==> src/verilog/irct_regs.svh <==
// register offsets, field positions and reset values of the timer block
// assumes byte-wide registers on a plain strobe port
`ifndef IRCT_REGS_SVH
`define IRCT_REGS_SVH

// offsets
`define IRCT_BYTE_CTRL 8'h00
`define IRCT_MODE_CTRL 8'h01
`define IRCT_WORD_CTRL 8'h02
`define IRCT_BYTE_HOLD 8'h04
`define IRCT_WORD_HOLD_LO 8'h06
`define IRCT_WORD_HOLD_HI 8'h07
`define IRCT_CAPT_LO 8'h08
`define IRCT_CAPT_HI 8'h09

// byte timer control fields
`define IRCT_B_RUN 7
`define IRCT_B_SINGLE 6
`define IRCT_B_TMO 5
`define IRCT_B_PS_HI 4
`define IRCT_B_PS_LO 3
`define IRCT_B_CAPM 2
`define IRCT_B_TMOM 1
`define IRCT_B_PINSEL 0

// mode control fields
`define IRCT_M_FALL_SEL 5
`define IRCT_M_RISE_SEL 4
`define IRCT_M_FALL_FLAG 1
`define IRCT_M_RISE_FLAG 0

// word timer control fields
`define IRCT_W_RUN 7
`define IRCT_W_OPT 6
`define IRCT_W_CAPE 2
`define IRCT_W_DEMOD 1

// prescaler codes
`define IRCT_PS_DIV1 2'h0
`define IRCT_PS_DIV2 2'h1
`define IRCT_PS_DIV4 2'h2
`define IRCT_PS_DIV8 2'h3

// constants
`define IRCT_ZERO8 8'h00
`define IRCT_ZERO16 16'h0000
`define IRCT_ONE8 8'h01
`define IRCT_ONE16 16'h0001
`define IRCT_FULL16 16'hFFFF
`define IRCT_DIV_MAX 3'h7

`endif

==> src/verilog/irct_pkg.sv <==
// types shared by the timer block
// assumes the register header for field widths
package irct_pkg;

  // word timer sequencing, one-hot
  typedef enum logic [2:0] {
    IRCT_WT_IDLE = 3'h1,
    IRCT_WT_ARMED = 3'h2,
    IRCT_WT_COUNT = 3'h4
  } irct_wt_state_t;

  // byte timer control register layout
  typedef struct packed {
    logic run;
    logic single;
    logic timeout;
    logic [1:0] prescale;
    logic cap_mask;
    logic tmo_mask;
    logic pin_sel;
  } irct_ctrl_t;

  // one register port request
  typedef struct packed {
    logic [7:0] addr;
    logic [7:0] wdata;
    logic wr;
    logic rd;
  } irct_req_t;

endpackage

==> src/verilog/irct_top.sv <==
// byte timer and word timer with edge-capture demodulation
// assumes synchronous pin inputs and a one-cycle strobe register port
//
// Strobed register access was decided locally.
`timescale 1ns/100ps
`include "irct_regs.svh"

// Behaviour
// RQ1 - prescale code 11 runs the byte timer at clock divided by eight
// RQ2 - codes 00, 01, 10 give clock, half, quarter; 00 after reset
// RQ3 - control bit 2 gates the capture interrupt
// RQ4 - control bit 1 gates the timeout interrupt
// RQ5 - control bit 0 puts byte timer output on the shared pin, else port data
// RQ6 - reset clears control; stop recovery keeps prescale, masks and timeout flag
// RQ7 - writing run 1 starts the byte timer, 0 stops it
// RQ8 - at terminal count reload in modulo mode, stop in single pass mode
// RQ9 - terminal count sets the timeout flag; only writing 1 clears it
// RQ10 - software clears the timeout flag before using the timers
// RQ11 - first count after enable may be short; enable not aligned to prescale
// RQ12 - software must not write back a set flag it wants to keep
// RQ13 - software avoids writing hold registers while they load the counter
// RQ14 - software never loads the word timer with one
// RQ15 - initial zero runs the full range; wrap to FFFF is no timeout
// RQ16 - software loads both word hold bytes with FF before demodulation
// RQ17 - first selected edge captures, reloads and starts the word timer
// RQ18 - with option 0 each later edge captures the complemented count
// RQ19 - each capture sets an edge flag and interrupts when enabled
// RQ20 - after each capture the word timer reloads FFFF and counts on
// RQ21 - software disables timers before switching transmit and demodulation
// RQ22 - writing 0 leaves timeout flag; timeout interrupt with the flag set
module irct_top (
  // clock and reset
  input wire logic ref_clk,
  input wire logic rst_b,
  input wire logic stop_recover,
  // register port
  input wire logic [7:0] reg_addr,
  input wire logic [7:0] reg_wdata,
  input wire logic reg_wr,
  input wire logic reg_rd,
  output logic [7:0] reg_rdata,
  // pins
  input wire logic carrier_in,
  input wire logic port_data,
  output logic shared_out_pin,
  output logic word_out_pin,
  // interrupt requests
  output logic irq_timeout,
  output logic irq_capture
);

  irct_pkg::irct_req_t req;
  irct_pkg::irct_ctrl_t ctrl;
  irct_pkg::irct_wt_state_t wt_state;
  irct_pkg::irct_wt_state_t next_wt_state;
  logic [7:0] mode_ctrl;
  logic [7:0] word_ctrl;
  logic [7:0] byte_hold;
  logic [7:0] word_hold_low;
  logic [7:0] word_hold_high;
  logic [7:0] capture_low_byte;
  logic [7:0] capture_high_byte;
  logic [2:0] div_cnt;
  logic ps_tick;
  logic [7:0] byte_count;
  logic byte_out;
  logic byte_tc;
  logic [15:0] word_count;
  logic word_start;
  logic word_run_q;
  logic carrier_q;
  logic rise;
  logic fall;
  logic sel_edge;
  logic capture;
  logic wr_byte_ctrl;
  logic clr_tmo;
  logic word_tc;

  // bundle the port request
  assign req = '{addr: reg_addr, wdata: reg_wdata, wr: reg_wr, rd: reg_rd};
  assign wr_byte_ctrl = req.wr && (req.addr == `IRCT_BYTE_CTRL);
  assign clr_tmo = wr_byte_ctrl && req.wdata[`IRCT_B_TMO]; // RQ22

  // free-running prescale divider, enable not aligned to it
  always_ff @(posedge ref_clk) begin
    if (!rst_b) begin
      div_cnt <= 3'h0;
    end else begin
      div_cnt <= div_cnt + 3'h1; // RQ11
    end
  end

  // pick the count tick from the prescale code
  always_comb begin
    unique case (ctrl.prescale)
      `IRCT_PS_DIV1: ps_tick = 1'b1; // RQ2
      `IRCT_PS_DIV2: ps_tick = div_cnt[0]; // RQ2
      `IRCT_PS_DIV4: ps_tick = &div_cnt[1:0]; // RQ2
      `IRCT_PS_DIV8: ps_tick = (div_cnt == `IRCT_DIV_MAX); // RQ1
    endcase
  end

  assign byte_tc = ctrl.run && ps_tick && (byte_count == `IRCT_ZERO8);

  // byte timer control register
  always_ff @(posedge ref_clk) begin
    if (!rst_b) begin
      ctrl <= '0; // RQ6
    end else if (stop_recover) begin
      ctrl.run <= 1'b0; // RQ6
      ctrl.single <= 1'b0;
      ctrl.pin_sel <= 1'b0;
      ctrl.timeout <= ctrl.timeout || byte_tc;
    end else begin
      if (wr_byte_ctrl) begin
        ctrl.run <= req.wdata[`IRCT_B_RUN]; // RQ7
        ctrl.single <= req.wdata[`IRCT_B_SINGLE];
        ctrl.prescale <= req.wdata[`IRCT_B_PS_HI:`IRCT_B_PS_LO]; // RQ1
        ctrl.cap_mask <= req.wdata[`IRCT_B_CAPM]; // RQ3
        ctrl.tmo_mask <= req.wdata[`IRCT_B_TMOM]; // RQ4
        ctrl.pin_sel <= req.wdata[`IRCT_B_PINSEL]; // RQ5
      end else if (byte_tc && ctrl.single) begin
        ctrl.run <= 1'b0; // RQ8
      end
      // set wins over the write-one clear
      if (byte_tc) begin
        ctrl.timeout <= 1'b1; // RQ9
      end else if (clr_tmo) begin
        ctrl.timeout <= 1'b0; // RQ9
      end
    end
  end

  // byte timer counter and output toggle
  always_ff @(posedge ref_clk) begin
    if (!rst_b) begin
      byte_count <= `IRCT_ZERO8;
      byte_out <= 1'b0;
    end else if (wr_byte_ctrl && req.wdata[`IRCT_B_RUN] && !ctrl.run) begin
      byte_count <= byte_hold; // RQ7
    end else if (byte_tc) begin
      byte_count <= byte_hold; // RQ8
      byte_out <= ~byte_out;
    end else if (ctrl.run && ps_tick) begin
      byte_count <= byte_count - `IRCT_ONE8;
    end
  end

  // hold registers
  always_ff @(posedge ref_clk) begin
    if (!rst_b) begin
      byte_hold <= `IRCT_ZERO8;
      word_hold_low <= `IRCT_ZERO8;
      word_hold_high <= `IRCT_ZERO8;
    end else if (req.wr) begin
      if (req.addr == `IRCT_BYTE_HOLD) begin
        byte_hold <= req.wdata;
      end
      if (req.addr == `IRCT_WORD_HOLD_LO) begin
        word_hold_low <= req.wdata;
      end
      if (req.addr == `IRCT_WORD_HOLD_HI) begin
        word_hold_high <= req.wdata;
      end
    end
  end

  // word timer control register
  always_ff @(posedge ref_clk) begin
    if (!rst_b) begin
      word_ctrl <= `IRCT_ZERO8;
    end else if (stop_recover) begin
      word_ctrl[`IRCT_W_RUN] <= 1'b0;
    end else if (req.wr && (req.addr == `IRCT_WORD_CTRL)) begin
      word_ctrl <= req.wdata;
    end
  end

  // carrier edge detection
  always_ff @(posedge ref_clk) begin
    if (!rst_b) begin
      carrier_q <= 1'b0;
      word_run_q <= 1'b0;
    end else begin
      carrier_q <= carrier_in;
      word_run_q <= word_ctrl[`IRCT_W_RUN];
    end
  end

  assign rise = carrier_in && !carrier_q;
  assign fall = !carrier_in && carrier_q;
  assign sel_edge = (rise && mode_ctrl[`IRCT_M_RISE_SEL]) ||
                    (fall && mode_ctrl[`IRCT_M_FALL_SEL]); // RQ17
  assign word_start = word_ctrl[`IRCT_W_RUN] && !word_run_q;
  assign capture = word_ctrl[`IRCT_W_DEMOD] && sel_edge &&
                   ((wt_state == irct_pkg::IRCT_WT_ARMED) ||
                    ((wt_state == irct_pkg::IRCT_WT_COUNT) &&
                     !word_ctrl[`IRCT_W_OPT])); // RQ18
  assign word_tc = (wt_state == irct_pkg::IRCT_WT_COUNT) &&
                   !word_ctrl[`IRCT_W_DEMOD] &&
                   (word_count == `IRCT_ONE16); // RQ15

  // word timer sequencing
  always_comb begin
    next_wt_state = wt_state;
    unique case (wt_state)
      irct_pkg::IRCT_WT_IDLE: begin
        if (word_start && word_ctrl[`IRCT_W_DEMOD]) begin
          next_wt_state = irct_pkg::IRCT_WT_ARMED;
        end else if (word_start) begin
          next_wt_state = irct_pkg::IRCT_WT_COUNT;
        end
      end
      irct_pkg::IRCT_WT_ARMED: begin
        if (sel_edge) begin
          next_wt_state = irct_pkg::IRCT_WT_COUNT; // RQ17
        end
      end
      irct_pkg::IRCT_WT_COUNT: begin
        next_wt_state = irct_pkg::IRCT_WT_COUNT;
      end
      default: next_wt_state = irct_pkg::IRCT_WT_IDLE;
    endcase
    if (!word_ctrl[`IRCT_W_RUN]) begin
      next_wt_state = irct_pkg::IRCT_WT_IDLE;
    end
  end

  always_ff @(posedge ref_clk) begin
    if (!rst_b) begin
      wt_state <= irct_pkg::IRCT_WT_IDLE;
    end else begin
      wt_state <= next_wt_state;
    end
  end

  // word counter: loads, captures and wraps
  always_ff @(posedge ref_clk) begin
    if (!rst_b) begin
      word_count <= `IRCT_ZERO16;
      word_out_pin <= 1'b0;
    end else if (word_start || (capture && wt_state == irct_pkg::IRCT_WT_ARMED)) begin
      word_count <= {word_hold_high, word_hold_low}; // RQ17
    end else if (capture) begin
      word_count <= `IRCT_FULL16; // RQ20
    end else if (word_tc) begin
      word_count <= {word_hold_high, word_hold_low};
      word_out_pin <= ~word_out_pin;
    end else if (wt_state == irct_pkg::IRCT_WT_COUNT) begin
      word_count <= word_count - `IRCT_ONE16; // RQ15
    end
  end

  // capture bytes
  always_ff @(posedge ref_clk) begin
    if (!rst_b) begin
      capture_low_byte <= `IRCT_ZERO8;
      capture_high_byte <= `IRCT_ZERO8;
    end else if (capture) begin
      capture_low_byte <= ~word_count[7:0]; // RQ18
      capture_high_byte <= ~word_count[15:8]; // RQ18
    end
  end

  // mode control with write-one-clear edge flags
  always_ff @(posedge ref_clk) begin
    if (!rst_b) begin
      mode_ctrl <= `IRCT_ZERO8;
    end else begin
      if (req.wr && (req.addr == `IRCT_MODE_CTRL)) begin
        mode_ctrl[7:2] <= req.wdata[7:2];
        if (req.wdata[`IRCT_M_RISE_FLAG]) begin
          mode_ctrl[`IRCT_M_RISE_FLAG] <= 1'b0;
        end
        if (req.wdata[`IRCT_M_FALL_FLAG]) begin
          mode_ctrl[`IRCT_M_FALL_FLAG] <= 1'b0;
        end
      end
      // set wins over clear
      if (capture && rise) begin
        mode_ctrl[`IRCT_M_RISE_FLAG] <= 1'b1; // RQ19
      end
      if (capture && fall) begin
        mode_ctrl[`IRCT_M_FALL_FLAG] <= 1'b1; // RQ19
      end
    end
  end

  // interrupt requests and pin mux
  always_ff @(posedge ref_clk) begin
    if (!rst_b) begin
      irq_timeout <= 1'b0;
      irq_capture <= 1'b0;
      shared_out_pin <= 1'b0;
    end else begin
      irq_timeout <= byte_tc && ctrl.tmo_mask; // RQ4 RQ22
      irq_capture <= capture && ctrl.cap_mask && word_ctrl[`IRCT_W_CAPE]; // RQ3 RQ19
      shared_out_pin <= ctrl.pin_sel ? byte_out : port_data; // RQ5
    end
  end

  // registered read data, zero for unmapped
  always_ff @(posedge ref_clk) begin
    if (!rst_b) begin
      reg_rdata <= `IRCT_ZERO8;
    end else if (req.rd) begin
      unique case (req.addr)
        `IRCT_BYTE_CTRL: reg_rdata <= ctrl;
        `IRCT_MODE_CTRL: reg_rdata <= mode_ctrl;
        `IRCT_WORD_CTRL: reg_rdata <= word_ctrl;
        `IRCT_BYTE_HOLD: reg_rdata <= byte_hold;
        `IRCT_WORD_HOLD_LO: reg_rdata <= word_hold_low;
        `IRCT_WORD_HOLD_HI: reg_rdata <= word_hold_high;
        `IRCT_CAPT_LO: reg_rdata <= capture_low_byte;
        `IRCT_CAPT_HI: reg_rdata <= capture_high_byte;
        default: reg_rdata <= `IRCT_ZERO8;
      endcase
    end else begin
      reg_rdata <= `IRCT_ZERO8;
    end
  end

endmodule

==> config.mk <==
export PLATFORM = sky130hd
export DESIGN_NAME = irct_top
export DESIGN_NICKNAME = d
export VERILOG_FILES = /design/src/verilog/irct_pkg.sv /design/src/verilog/irct_top.sv
export VERILOG_INCLUDE_DIRS = /design/src /design/src/verilog
export SDC_FILE = /design/constraint.sdc
export NUM_CORES = 1
export LEC_CHECK = 0
export BUFFER_PORTS_ARGS = -buffer_cell sky130_fd_sc_hd__buf_4
export CAP_MARGIN = 20
export CORE_MARGIN = 3
export CORE_UTILIZATION = 40
export CTS_CLUSTER_DIAMETER = 50
export DETAILED_ROUTE_END_ITERATION = 8
export RECOVER_POWER = 50
export SYNTH_ARGS = -nofsm -noshare
export SYNTH_HDL_FRONTEND = slang
export SYNTH_SLANG_ARGS = --single-unit
==> constraint.sdc <==
create_clock -name ref_clk -period 2.6 [get_ports ref_clk]
set_input_delay 0.13 -clock ref_clk [delete_from_list [all_inputs] [get_ports ref_clk]]
set_output_delay 0.13 -clock ref_clk [all_outputs]
set_load 0.02 [all_outputs]
# Yosys cells after proc, flatten, opt, wreduce, memory -nomap -nowiden

Index checks and enable logic that the tools add are counted.

Flip-flop bits (word level): 109
Input bits: 23
Output and inout bits: 12

Add/subtract/negate cells: 3
Eq/ne operators: 17
Muxes and demuxes: 24
Bitwise logic cells: 9
Reductions and logical operators: 61

Operator list:

| kind                                                  | number |
|---|---|
| two-way mux 16 bit                                    | 4 |
| case mux 8 bit (8 select lines)                       | 1 |
| logical AND 1 bit                                     | 26 |
| equality test 8 x 3 -> 1 bit (second input constant)  | 3 |
| two-way mux 8 bit                                     | 3 |
| AND reduction 2 bit                                   | 12 |
| equality test 16 x 1 -> 1 bit (second input constant) | 1 |
| equality test 8 x 4 -> 1 bit (second input constant)  | 2 |
| zero test 8 bit                                       | 2 |
| inverter 8 bit                                        | 2 |
| subtractor 16 x 1 -> 16 bit (second input constant)   | 1 |
| two-way mux 1 bit                                     | 10 |
| nonzero test 2 bit                                    | 5 |
| two-way mux 3 bit                                     | 3 |
| case mux 3 bit (3 select lines)                       | 1 |
| equality test 8 x 1 -> 1 bit (second input constant)  | 1 |
| equality test 8 x 2 -> 1 bit (second input constant)  | 1 |
| subtractor 8 x 1 -> 8 bit (second input constant)     | 1 |
| inverter 1 bit                                        | 7 |
| equality test 3 bit (second input constant)           | 2 |
| zero test 1 bit                                       | 6 |
| nonzero test 3 bit                                    | 2 |
| equality test 2 bit (second input constant)           | 2 |
| logical OR 1 bit                                      | 4 |
| other kinds (12)                                      | 12 |

# Depth between registers and ports, before layout

Gate-level depths: netlist of the first run.

Word-level depth: 10
Gate-level depth with buffers: 10
Mapped depth without buffers: 8

# Worst setup path after synthesis of the first run

No wires, ideal clock.

Path type: register to register
Start point: register word_count[2]
End point: register word_count[8]
Setup time: 0.119 ns
Arrival: 2.536 ns
Slack: -0.055 ns
Cell stages (with the launch flop): 9
Path buffers: 2
Period minus slack after synthesis: 2.655 ns
Cells stage by stage: dfxtp_1 > or3_4 > or4b_1 > or4_1 > buf_6 > and2_4 > buf_6 > mux2_4 > o221a_1

Word-level cells in the longest chain between the ends: 5
Elaborated cells between the ends (all ways): 8
Classes of those cells: 1 x add/sub; 1 x eq/ne; 4 x mux; 2 x reduce/logical

Ends and longest elaborated chain:

| what                                                                                   | RTL line                         | text |
|---|---|---|
| from (decl)                                                                            | irct_top.sv:68                   | `logic [15:0] word_count;` |
| from (signal assigned)                                                                 | irct_top.sv:241                  | `` word_count <= `IRCT_ZERO16; `` |
| from (signal assigned)                                                                 | irct_top.sv:244                  | `word_count <= {word_hold_high, word_hold_low};` |
| from (signal assigned)                                                                 | irct_top.sv:246                  | `` word_count <= `IRCT_FULL16; `` |
| subtractor 16 x 1 -> 16 bit (no line) or equality test 16 x 1 -> 1 bit (tied branches) | -                                |  |
| two-way mux 16 bit or logical AND 1 bit (tied branches)                                | irct_top.sv:250, irct_top.sv:200 |  |
| two-way mux 16 bit                                                                     | irct_top.sv:247                  | `end else if (word_tc) begin` |
| two-way mux 16 bit                                                                     | irct_top.sv:245                  | `end else if (capture) begin` |
| two-way mux 16 bit                                                                     | irct_top.sv:243                  | `end else if (word_start \|\| (capture && wt_state == irct_pkg::IRCT_WT_ARMED)) begin` |

Several ways; a longest one is shown, not always the timed one. The select of a mux whose other input is x is not followed.
A chain may end at the register's enable or synchronous reset.

# Final worst setup path of the first run

Start point: register word_count[3]
End point: register word_count[8]

The elaborated chain is that of the path after synthesis.

==> impl_metrics.json, run 1 <==
{
  "root_buffer": "clkbuf_16",
  "min-delay-start": "carrier_in",
  "muxShareOfSynthArea_pct": 10.6,
  "hold_class": "input port to flip-flop",
  "synth_adder_area_share_pct": 1.47,
  "min_path_cells": 2,
  "cp_max_fo": 5,
  "pre_cts_slack_ns": 0.0513,
  "r2r-end": "word_count[8]",
  "viasPerCell": 5.75,
  "comb_power_share_pct": 4.0,
  "vias": 4656,
  "largest_reg_flops": 16,
  "io_pins": 35,
  "clkSinkCount": 109,
  "fin_hold_ws_ns": 0.0165,
  "p_leak_uw": 0.00219,
  "gr-total-overflow": 0,
  "regMostFlops": "word_count",
  "intPower_uw": 2410,
  "initial_core_util_pct": 41.6,
  "crit_path_end_kind": "flip-flop",
  "portBuffers": 34,
  "async_reset_ff_share_pct": 0,
  "setup_slack_ns": 0.0915,
  "dp.final_hpwl_um": 10700,
  "cp.arrival_ns": 2.75,
  "criticalPathCategory": "flip-flop to flip-flop",
  "rows": 40,
  "cts_tree": "done",
  "syn_nets": 621,
  "status": "finished clean",
  "hold_violations": 0,
  "seq_area_frac_synth_pct": 42.8,
  "cts_buffers": 9,
  "met3_usage_pct": 4.84,
  "dieHeight_um": 119,
  "synth_edf_count": 0,
  "fin_tns_setup_ns": 0,
  "ys_warn_count": 0,
  "cellPowerDensity_nw_per_um2": 529,
  "wl_um": 14800,
  "areaGrowthSynthToFinish_pct": 16.1,
  "detail_route.iter0.violations": 467,
  "grt_pass1_vias": 4328,
  "power_uw": 3130,
  "post_synth_instance_area_um2": 5100,
  "synth_area_per_cell_um2": 8.62,
  "synth_compound_area_share_pct": 18.2,
  "crit_required_ns": 2.85,
  "skew_ns": 0.00733,
  "r2r_slack_ns": 0.09,
  "drv_slew": 0,
  "clock_latency_ns": 0.35,
  "cap_violations": 0,
  "ys_types": 63,
  "use_met1_pct": 29.7,
  "ys_ff_latch": 109,
  "h-tree-depth": 3,
  "critPathLaunch": "word_count[3]",
  "die-area_um2": 14100,
  "gp_congestion": 0.919,
  "nets": 666,
  "synth_cells": 592,
  "drt_pass1_iterations": 5,
  "r2r_start": "word_count[3]",
  "postCtsSetupBuffers": 0,
  "power_frac_seq_pct": 53.5,
  "drt.antenna.violating_nets": 0,
  "grt_util_all_layers_pct": 21.1,
  "ir_drop_uv": 307,
  "layout-drive-gt1-share_pct": 13.1,
  "hold_path_end": "carrier_q",
  "grt_max_degree": 56,
  "slew_headroom_pct": 14.9,
  "ff2ff_path_depth": 6,
  "setup_viol": 0,
  "power_switching_uw": 727,
  "grt.busiest_layer": "met2",
  "synth_top_family_by_area": "simple AND/OR/NAND/NOR gates",
  "p_clk_share_pct": 42.5,
  "max_freq_mhz": 399,
  "diodes": 0,
  "tightest_slew_ns": 1.28,
  "die_w_um": 119,
  "fp.coreArea_um2": 12300,
  "antenna_found_initial": 0,
  "start_kind": "flip-flop",
  "met2_usage_pct": 32.0,
  "wl_per_cell_um": 18.3,
  "clkTransAtPathRegs_ns": 0.07,
  "synth-main-ff-cell": "dfxtp_1",
  "drc_errors": 0,
  "cts_max_path_buffers": 2,
  "finalCritPeriodShare_pct": 96.5,
  "synthSimpleGateAreaFrac_pct": 22.6,
  "rsz0062_at_grt": "false",
  "grt_first_pass_wirelength_um": 23500,
  "swShare_pct": 23.2,
  "synth_xor_area_share_pct": 0.858,
  "finalCriticalPeriod_ns": 2.51
}
## worst max-delay path by stage
stage	endpoint	slack (ns)
after floorplan	word_count[8]	-0.05
after global placement	word_count[10]	0.12
after detailed placement	word_count[12]	0.05
after CTS	word_count[12]	0.03
after global routing	word_count[13]	0.005
final	word_count[8]	0.09
## synthesized netlist by cell type, drive strengths merged (4+ instances only)
cell type / number / area (um2)
nand3: 16 / 80.1
a22oi: 10 / 75.1
and3: 4 / 25.0
a32oi: 4 / 35.0
a31oi: 13 / 81.3
nand2: 57 / 214
or4: 4 / 30.0
a222oi: 8 / 80.1
mux2i: 48 / 480
and2: 22 / 140
and3b: 4 / 35.0
o2111ai: 4 / 35.0
inv: 8 / 30.0
clkbuf: 24 / 90.1
or3: 7 / 48.8
o21a: 7 / 52.6
ha: 6 / 75.1
o21ai: 35 / 175
a21oi: 35 / 175
nor3: 14 / 80.1
nand2b: 5 / 31.3
nor3b: 6 / 45.0
dfxtp: 109 / 2180
nor2: 83 / 314
buf: 10 / 56.3
## worst max-delay path, cell delays in order, from the launching register on
cell and delay (ns):
dfxtp_2 0.32, or3_4 0.40, or4b_4 0.49, or4_4 0.51, and2_4 0.18, mux2_4 0.29, o221a_1 0.20
## power groups by stage
stage               clock, uW  sequential, uW  combinational [uW]
finish                   1330            1680                 124
global route             1410            1680                 136
CTS                      1360            1680                 126
detailed placement          0            1720                 125
global placement            0            1720                 123
floorplan                   0            1720                57.0
## stage by stage
stage / instance area (um2) / utilization [%] / instances
2_1_floorplan: 5100 / - / 592
3_3_place_gp: 5670 / 46.3 / 793
3_5_place_dp: 5670 / 46.3 / 793
4_1_cts: 5970 / 48.7 / 810
5_1_grt: 5920 / 48.3 / 810
6_report: 5920 / 48.3 / 810
## per-layer routing
layer	wire (um)	vias to the layer above	share of wire, %
li1	-	2225	-
met4	244	0	1.6
met3	1070	24	7.2
met2	6630	182	45
met5	0	-	0
met1	6870	2225	46
## final cells by class
class	count	area, um2
Fill cell	1177	6340
Multi-Input combinational cell	441	2750
Sequential cell	109	2180
Timing Repair Buffer	68	457
Clock buffer	11	243
Tap cell	168	210
Clock inverter	5	42.5
Inverter	8	30.0
## placed cells by master (no fill, tap or decap), types with 5 or more instances in the layout
cell type  instances
and2_1            18
o21ai_0           35
mux2i_1           48
or3_1              6
a21oi_1           35
nand2b_1           5
inv_1              7
dfxtp_1          107
o21a_1             7
nand2_1           57
a31oi_1           13
a222oi_1           8
ha_1               6
nand3_1           15
nor2_1            82
nor3_1            13
a22oi_1           10
clkbuf_16          9
buf_4             51
nor3b_1            6
clkbuf_1          16
## repair_timing
action | 4_1_cts | 5_1_grt
setup endpoints to repair | 0 | 4
gates resized for setup | 0 | 3
hold buffers | 1 | 0
hold endpoints to repair | 1 | 0
## kinds of logic (layout without fill, tap and decap cells)
| kind of cell | after synthesis | count (layout) |
|---|---|---|
| simple gates | 237 | 237 |
| compound gates | 142 | 142 |
| mux | 51 | 51 |
| xor+xnor | 5 | 5 |
| buf+inv | 42 | 92 |
| fa+ha+maj | 6 | 6 |
| flops | 109 | 109 |
(Power assumes the default switching activity.)
==> run 2, diff against run 1 <==
--- a/config.mk
+++ b/config.mk
@@ -12,6 +12,7 @@
 export CORE_UTILIZATION = 40
 export CTS_CLUSTER_DIAMETER = 50
 export DETAILED_ROUTE_END_ITERATION = 8
+export GPL_TIMING_DRIVEN = 0
 export RECOVER_POWER = 50
 export SYNTH_ARGS = -nofsm -noshare
 export SYNTH_HDL_FRONTEND = slang
==> impl_metrics.json, run 2 (synthesized netlist as in run 1, its figures left out) <==
{
  "status": "finished clean",
  "cpPeakStageDelay_ns": 0.52,
  "fp.coreArea_um2": 12300,
  "io_pins": 35,
  "setup_viol": 0,
  "dieHeight_um": 119,
  "stdcell_area_um2": 5890,
  "r2r_start": "word_count[2]",
  "grt_first_pass_wirelength_um": 24800,
  "clkSinkCount": 109,
  "min-delay-start": "port_data",
  "fillers": 1203,
  "critPathLaunch": "word_count[2]",
  "regMostFlops": "word_count",
  "areaGrowthSynthToFinish_pct": 15.5,
  "multi_input_area_um2": 2760,
  "layout_commonest_cell": "dfxtp_1",
  "gr-total-overflow": 0,
  "comb_power_share_pct": 4.3,
  "cellPowerDensity_nw_per_um2": 542,
  "crit_chain": "or3_4 > or4b_4 > or4_4 > buf_6 > buf_4 > and3_1 > a21oi_1 > o221a_1",
  "start_kind": "flip-flop",
  "slew_headroom_pct": 28.7,
  "rsz0062_at_grt": "true",
  "fin_cells": 816,
  "power_switching_uw": 725,
  "wl_per_cell_um": 19.3,
  "r2r_slack_ns": 0.008,
  "detail_route.iter0.violations": 571,
  "die_w_um": 119,
  "antenna_found_initial": 0,
  "viasPerCell": 5.87,
  "swShare_pct": 22.7,
  "grt_max_degree": 18,
  "power_frac_seq_pct": 52.4,
  "skew_ns": 0.00818,
  "drt_pass1_iterations": 8,
  "finish.utilization_pct": 48.0,
  "cts_max_path_buffers": 2,
  "power_uw": 3190,
  "hold_path_end": "shared_out_pin",
  "wl_um": 15800,
  "h-tree-depth": 3,
  "initial_core_util_pct": 41.6,
  "layout-drive-gt1-share_pct": 10.8,
  "vias": 4787,
  "crit_slowest_cell": "or4b_4",
  "intPower_uw": 2470,
  "gp_congestion": 0.945,
  "rows": 40,
  "drv_slew": 0,
  "dp.final_hpwl_um": 11600,
  "criticalPathCategory": "flip-flop to flip-flop",
  "ir_drop_uv": 270,
  "crit_path_end_kind": "flip-flop",
  "p_clk_share_pct": 43.3,
  "grt_util_all_layers_pct": 22.5,
  "fin_tns_setup_ns": 0,
  "cp_max_fo": 6,
  "portBuffers": 34,
  "hold_class": "input port to flip-flop",
  "root_buffer": "clkbuf_16",
  "tightest_slew_ns": 1.06,
  "dp_cells": 794,
  "cts_tree": "done",
  "seqCellArea_um2": 2200,
  "ff2ff_path_depth": 8,
  "layout_common_cells": "dfxtp_1 (103), nor2_1 (83), nand2_1 (57)",
  "min_path_cells": 3,
  "largest_reg_flops": 16,
  "hold_violations": 0,
  "crit_required_ns": 2.90,
  "cap_violations": 0,
  "r2r-end": "word_count[8]",
  "cts_buffers": 9,
  "die-area_um2": 14100,
  "placed_area_um2": 5570,
  "finalCritPeriodShare_pct": 99.7,
  "diodes": 0,
  "drt.antenna.violating_nets": 0,
  "p_leak_uw": 0.00214,
  "nets": 672,
  "drc_errors": 0,
  "clock_latency_ns": 0.35,
  "grt_pass1_vias": 4443,
  "finalCriticalPeriod_ns": 2.59,
  "clkTransAtPathRegs_ns": 0.07,
  "cp.arrival_ns": 2.89,
  "max_freq_mhz": 386,
  "ctsHoldBuffers": 0
}
## run 2: worst max-delay path by stage
stage                      to  slack [ns]  cells past startpoint
2_1_floorplan   word_count[8]       -0.05                      8
3_3_place_gp     word_ctrl[1]       -0.31                     10
3_5_place_dp     word_ctrl[3]       -0.31                     10
4_1_cts         word_count[8]        0.04                      8
5_1_grt        word_count[14]       -0.04                      8
6_report        word_count[8]       0.008                      8
## run 2: final cells by class
cell class,count,area share [%]
clock buffer,11,3.95
clock inverter,5,1.02
tap,168,3.57
timing repair buffer,41,4.42
inverter,8,0.510
buffer,33,2.38
multi-input combinational,441,46.9
sequential,109,37.3
## run 2: worst max-delay path: cells and delay by family, from the launching register on
family	cells	cell delay [ns]
AO/OA/AOI/OAI	2	0.35
buffers and inverters	2	0.30
flip-flops	1	0.35
AND/OR/NAND/NOR	4	1.55
## run 2: timing repair
item                       CTS  global route
gates cloned                 0             0
pin swaps                    3             0
buffers inserted             6             0
gates resized for setup     12             8
setup endpoints to repair   11            19
## run 2: power by group through the flow
stage	registers, uW	clock network, uW	logic (uW)
finish	1670	1380	138
global placement	1720	0	135
global route	1680	1470	147
detailed placement	1720	0	137
CTS	1670	1410	137
floorplan	1720	0	57.0
## run 2: metal layers
metal  wire length, um  vias to the layer above  GRT usage (%)
met4               356                        0           6.73
met2              7120                      192           35.8
met1              7050                     2326           30.3
met5                 0                        -              0
li1                  -                     2245              -
met3              1250                       24           5.79
## run 2: metrics by stage
stage / hold slack (ns) / setup WS, ns
5_1_grt: 0.0148 / -0.0405
2_1_floorplan: 0.252 / -0.0500
3_3_place_gp: 0.366 / -0.315
3_5_place_dp: 0.375 / -0.309
4_1_cts: 0.00622 / 0.0363
6_report: 0.0177 / 0.00784
==> run 3, diff against run 2 <==
--- a/config.mk
+++ b/config.mk
@@ -13,6 +13,7 @@
 export CTS_CLUSTER_DIAMETER = 50
 export DETAILED_ROUTE_END_ITERATION = 8
 export GPL_TIMING_DRIVEN = 0
+export HOLD_SLACK_MARGIN = 0.06
 export RECOVER_POWER = 50
 export SYNTH_ARGS = -nofsm -noshare
 export SYNTH_HDL_FRONTEND = slang
==> constraint.sdc (replaced) <==
create_clock -name ref_clk -period 3.3 [get_ports ref_clk]
set_input_delay 0.165 -clock ref_clk [delete_from_list [all_inputs] [get_ports ref_clk]]
set_output_delay 0.165 -clock ref_clk [all_outputs]
set_load 0.02 [all_outputs]
==> impl_metrics.json, run 3 (synthesized netlist as in run 1, its figures left out) <==
{
  "status": "finished clean",
  "rows": 40,
  "layout_common_cells": "dfxtp_1 (109), nor2_1 (83), nand2_1 (57)",
  "dieHeight_um": 119,
  "skew_ns": 0.00962,
  "regMostFlops": "word_count",
  "io_pins": 35,
  "start_kind": "flip-flop",
  "rsz0062_at_grt": "false",
  "ir_drop_uv": 244,
  "max_freq_mhz": 352,
  "drt_pass1_iterations": 5,
  "h-tree-depth": 3,
  "gr-total-overflow": 0,
  "clkSinkCount": 109,
  "finalCriticalPeriod_ns": 2.84,
  "areaGrowthSynthToFinish_pct": 14.8,
  "layout_commonest_cell": "dfxtp_1",
  "detail_route.iter0.violations": 442,
  "grt_util_all_layers_pct": 22.2,
  "grt_pass1_vias": 4299,
  "cp_max_fo": 10,
  "fin_cells": 812,
  "critPathCapture": "word_count[0]",
  "layout-drive-gt1-share_pct": 7.76,
  "tightest_slew_ns": 1.17,
  "cap_violations": 0,
  "r2r_start": "word_count[5]",
  "die_w_um": 119,
  "hold_class": "input port to flip-flop",
  "crit_path_end_kind": "flip-flop",
  "cp.arrival_ns": 3.04,
  "diodes": 0,
  "dp.final_hpwl_um": 11600,
  "vias": 4674,
  "grt_max_degree": 19,
  "cellPowerDensity_nw_per_um2": 446,
  "largest_reg_flops": 16,
  "finish.utilization_pct": 47.7,
  "hold_violations": 0,
  "root_buffer": "clkbuf_16",
  "ff2ff_path_depth": 9,
  "fin_tns_setup_ns": 0,
  "critPathLaunch": "word_count[5]",
  "clkTransAtPathRegs_ns": 0.08,
  "clock_latency_ns": 0.35,
  "ctsResizeCount": 0,
  "p_leak_uw": 0.00210,
  "cts_max_path_buffers": 2,
  "postCtsSetupBuffers": 0,
  "crit_required_ns": 3.50,
  "dp_cells": 794,
  "drv_slew": 0,
  "wl_um": 15700,
  "criticalPathCategory": "flip-flop to flip-flop",
  "viasPerCell": 5.76,
  "gp_congestion": 0.906,
  "portBuffers": 34,
  "setup_viol": 0,
  "slew_headroom_pct": 21.5,
  "cts_buffers": 9,
  "die-area_um2": 14100,
  "drc_errors": 0,
  "antenna_found_initial": 0,
  "grt_first_pass_wirelength_um": 24400,
  "nets": 668,
  "cts_tree": "done",
  "wl_per_cell_um": 19.3,
  "finalCritPeriodShare_pct": 86.0,
  "initial_core_util_pct": 41.6,
  "r2r-end": "word_count[0]",
  "r2r_slack_ns": 0.46,
  "fp.coreArea_um2": 12300,
  "fin_hold_ws_ns": 0.121,
  "drt.antenna.violating_nets": 0
}
run 3: cell type report:
type,instances,area (um2)
Buffer,34,146
Clock buffer,10,229
Clock inverter,6,95.1
Fill cell,1219,6410
Inverter,8,30.0
Multi-Input combinational cell,441,2740
Sequential cell,109,2180
Tap cell,168,210
Timing Repair Buffer,36,226
run 3: through the flow:
| step | area, um2 | total power (uW) | worst slack [ns] |
|---|---|---|---|
| 2_1_floorplan | 5100 | 1400 | 0.645 |
| 3_3_place_gp | 5570 | 1460 | 0.355 |
| 3_5_place_dp | 5570 | 1460 | 0.297 |
| 4_1_cts | 5910 | 2640 | 0.505 |
| 5_1_grt | 5850 | 2700 | 0.357 |
| 6_report | 5850 | 2610 | 0.462 |
run 3: report_power, final:
part / total, uW / internal, uW / switching [uW]
combinational: 109 / 37.4 / 71.3
sequential: 1320 / 1320 / 2.77
clock: 1180 / 674 / 508
run 3: worst max-delay path, stage by stage, from the launching register on:
cell and delay (ns):
dfxtp_1 0.38, or4_1 0.60, or2_1 0.27, or4_1 0.53, buf_6 0.16, and2_4 0.13, buf_6 0.12, buf_2 0.18
o221ai_1 0.23, a31oi_1 0.09
run 3: routing by layer:
metal  vias up  wire length [um]  global-route usage [%]  part of all wire [%]
met5         -                 0                       0                     0
met2       170              7010                    33.7                    45
met4         0               377                    6.95                   2.4
li1       2239                 -                       -                     -
met1      2244              7010                    30.2                    45
met3        21              1300                    6.74                   8.3
run 3: how the worst min path moves through the flow:
stage                     depth (start not counted)              to         start  slack [ns]
after floorplan                                   1       carrier_q    carrier_in        0.29
after global placement                            3  shared_out_pin     port_data        0.40
after detailed placement                          2       carrier_q    carrier_in        0.41
after CTS                                         3  word_count[12]         rst_b         0.1
after global routing                              3    byte_hold[4]  reg_wdata[4]        0.12
final                                             3    mode_ctrl[7]  reg_wdata[7]        0.12
run 3: timing repair:
item / 4_1_cts / 5_1_grt
endpoints found under the hold margin: 2 / 0
hold buffers: 2 / 0
setup endpoints to repair: 0 / 0
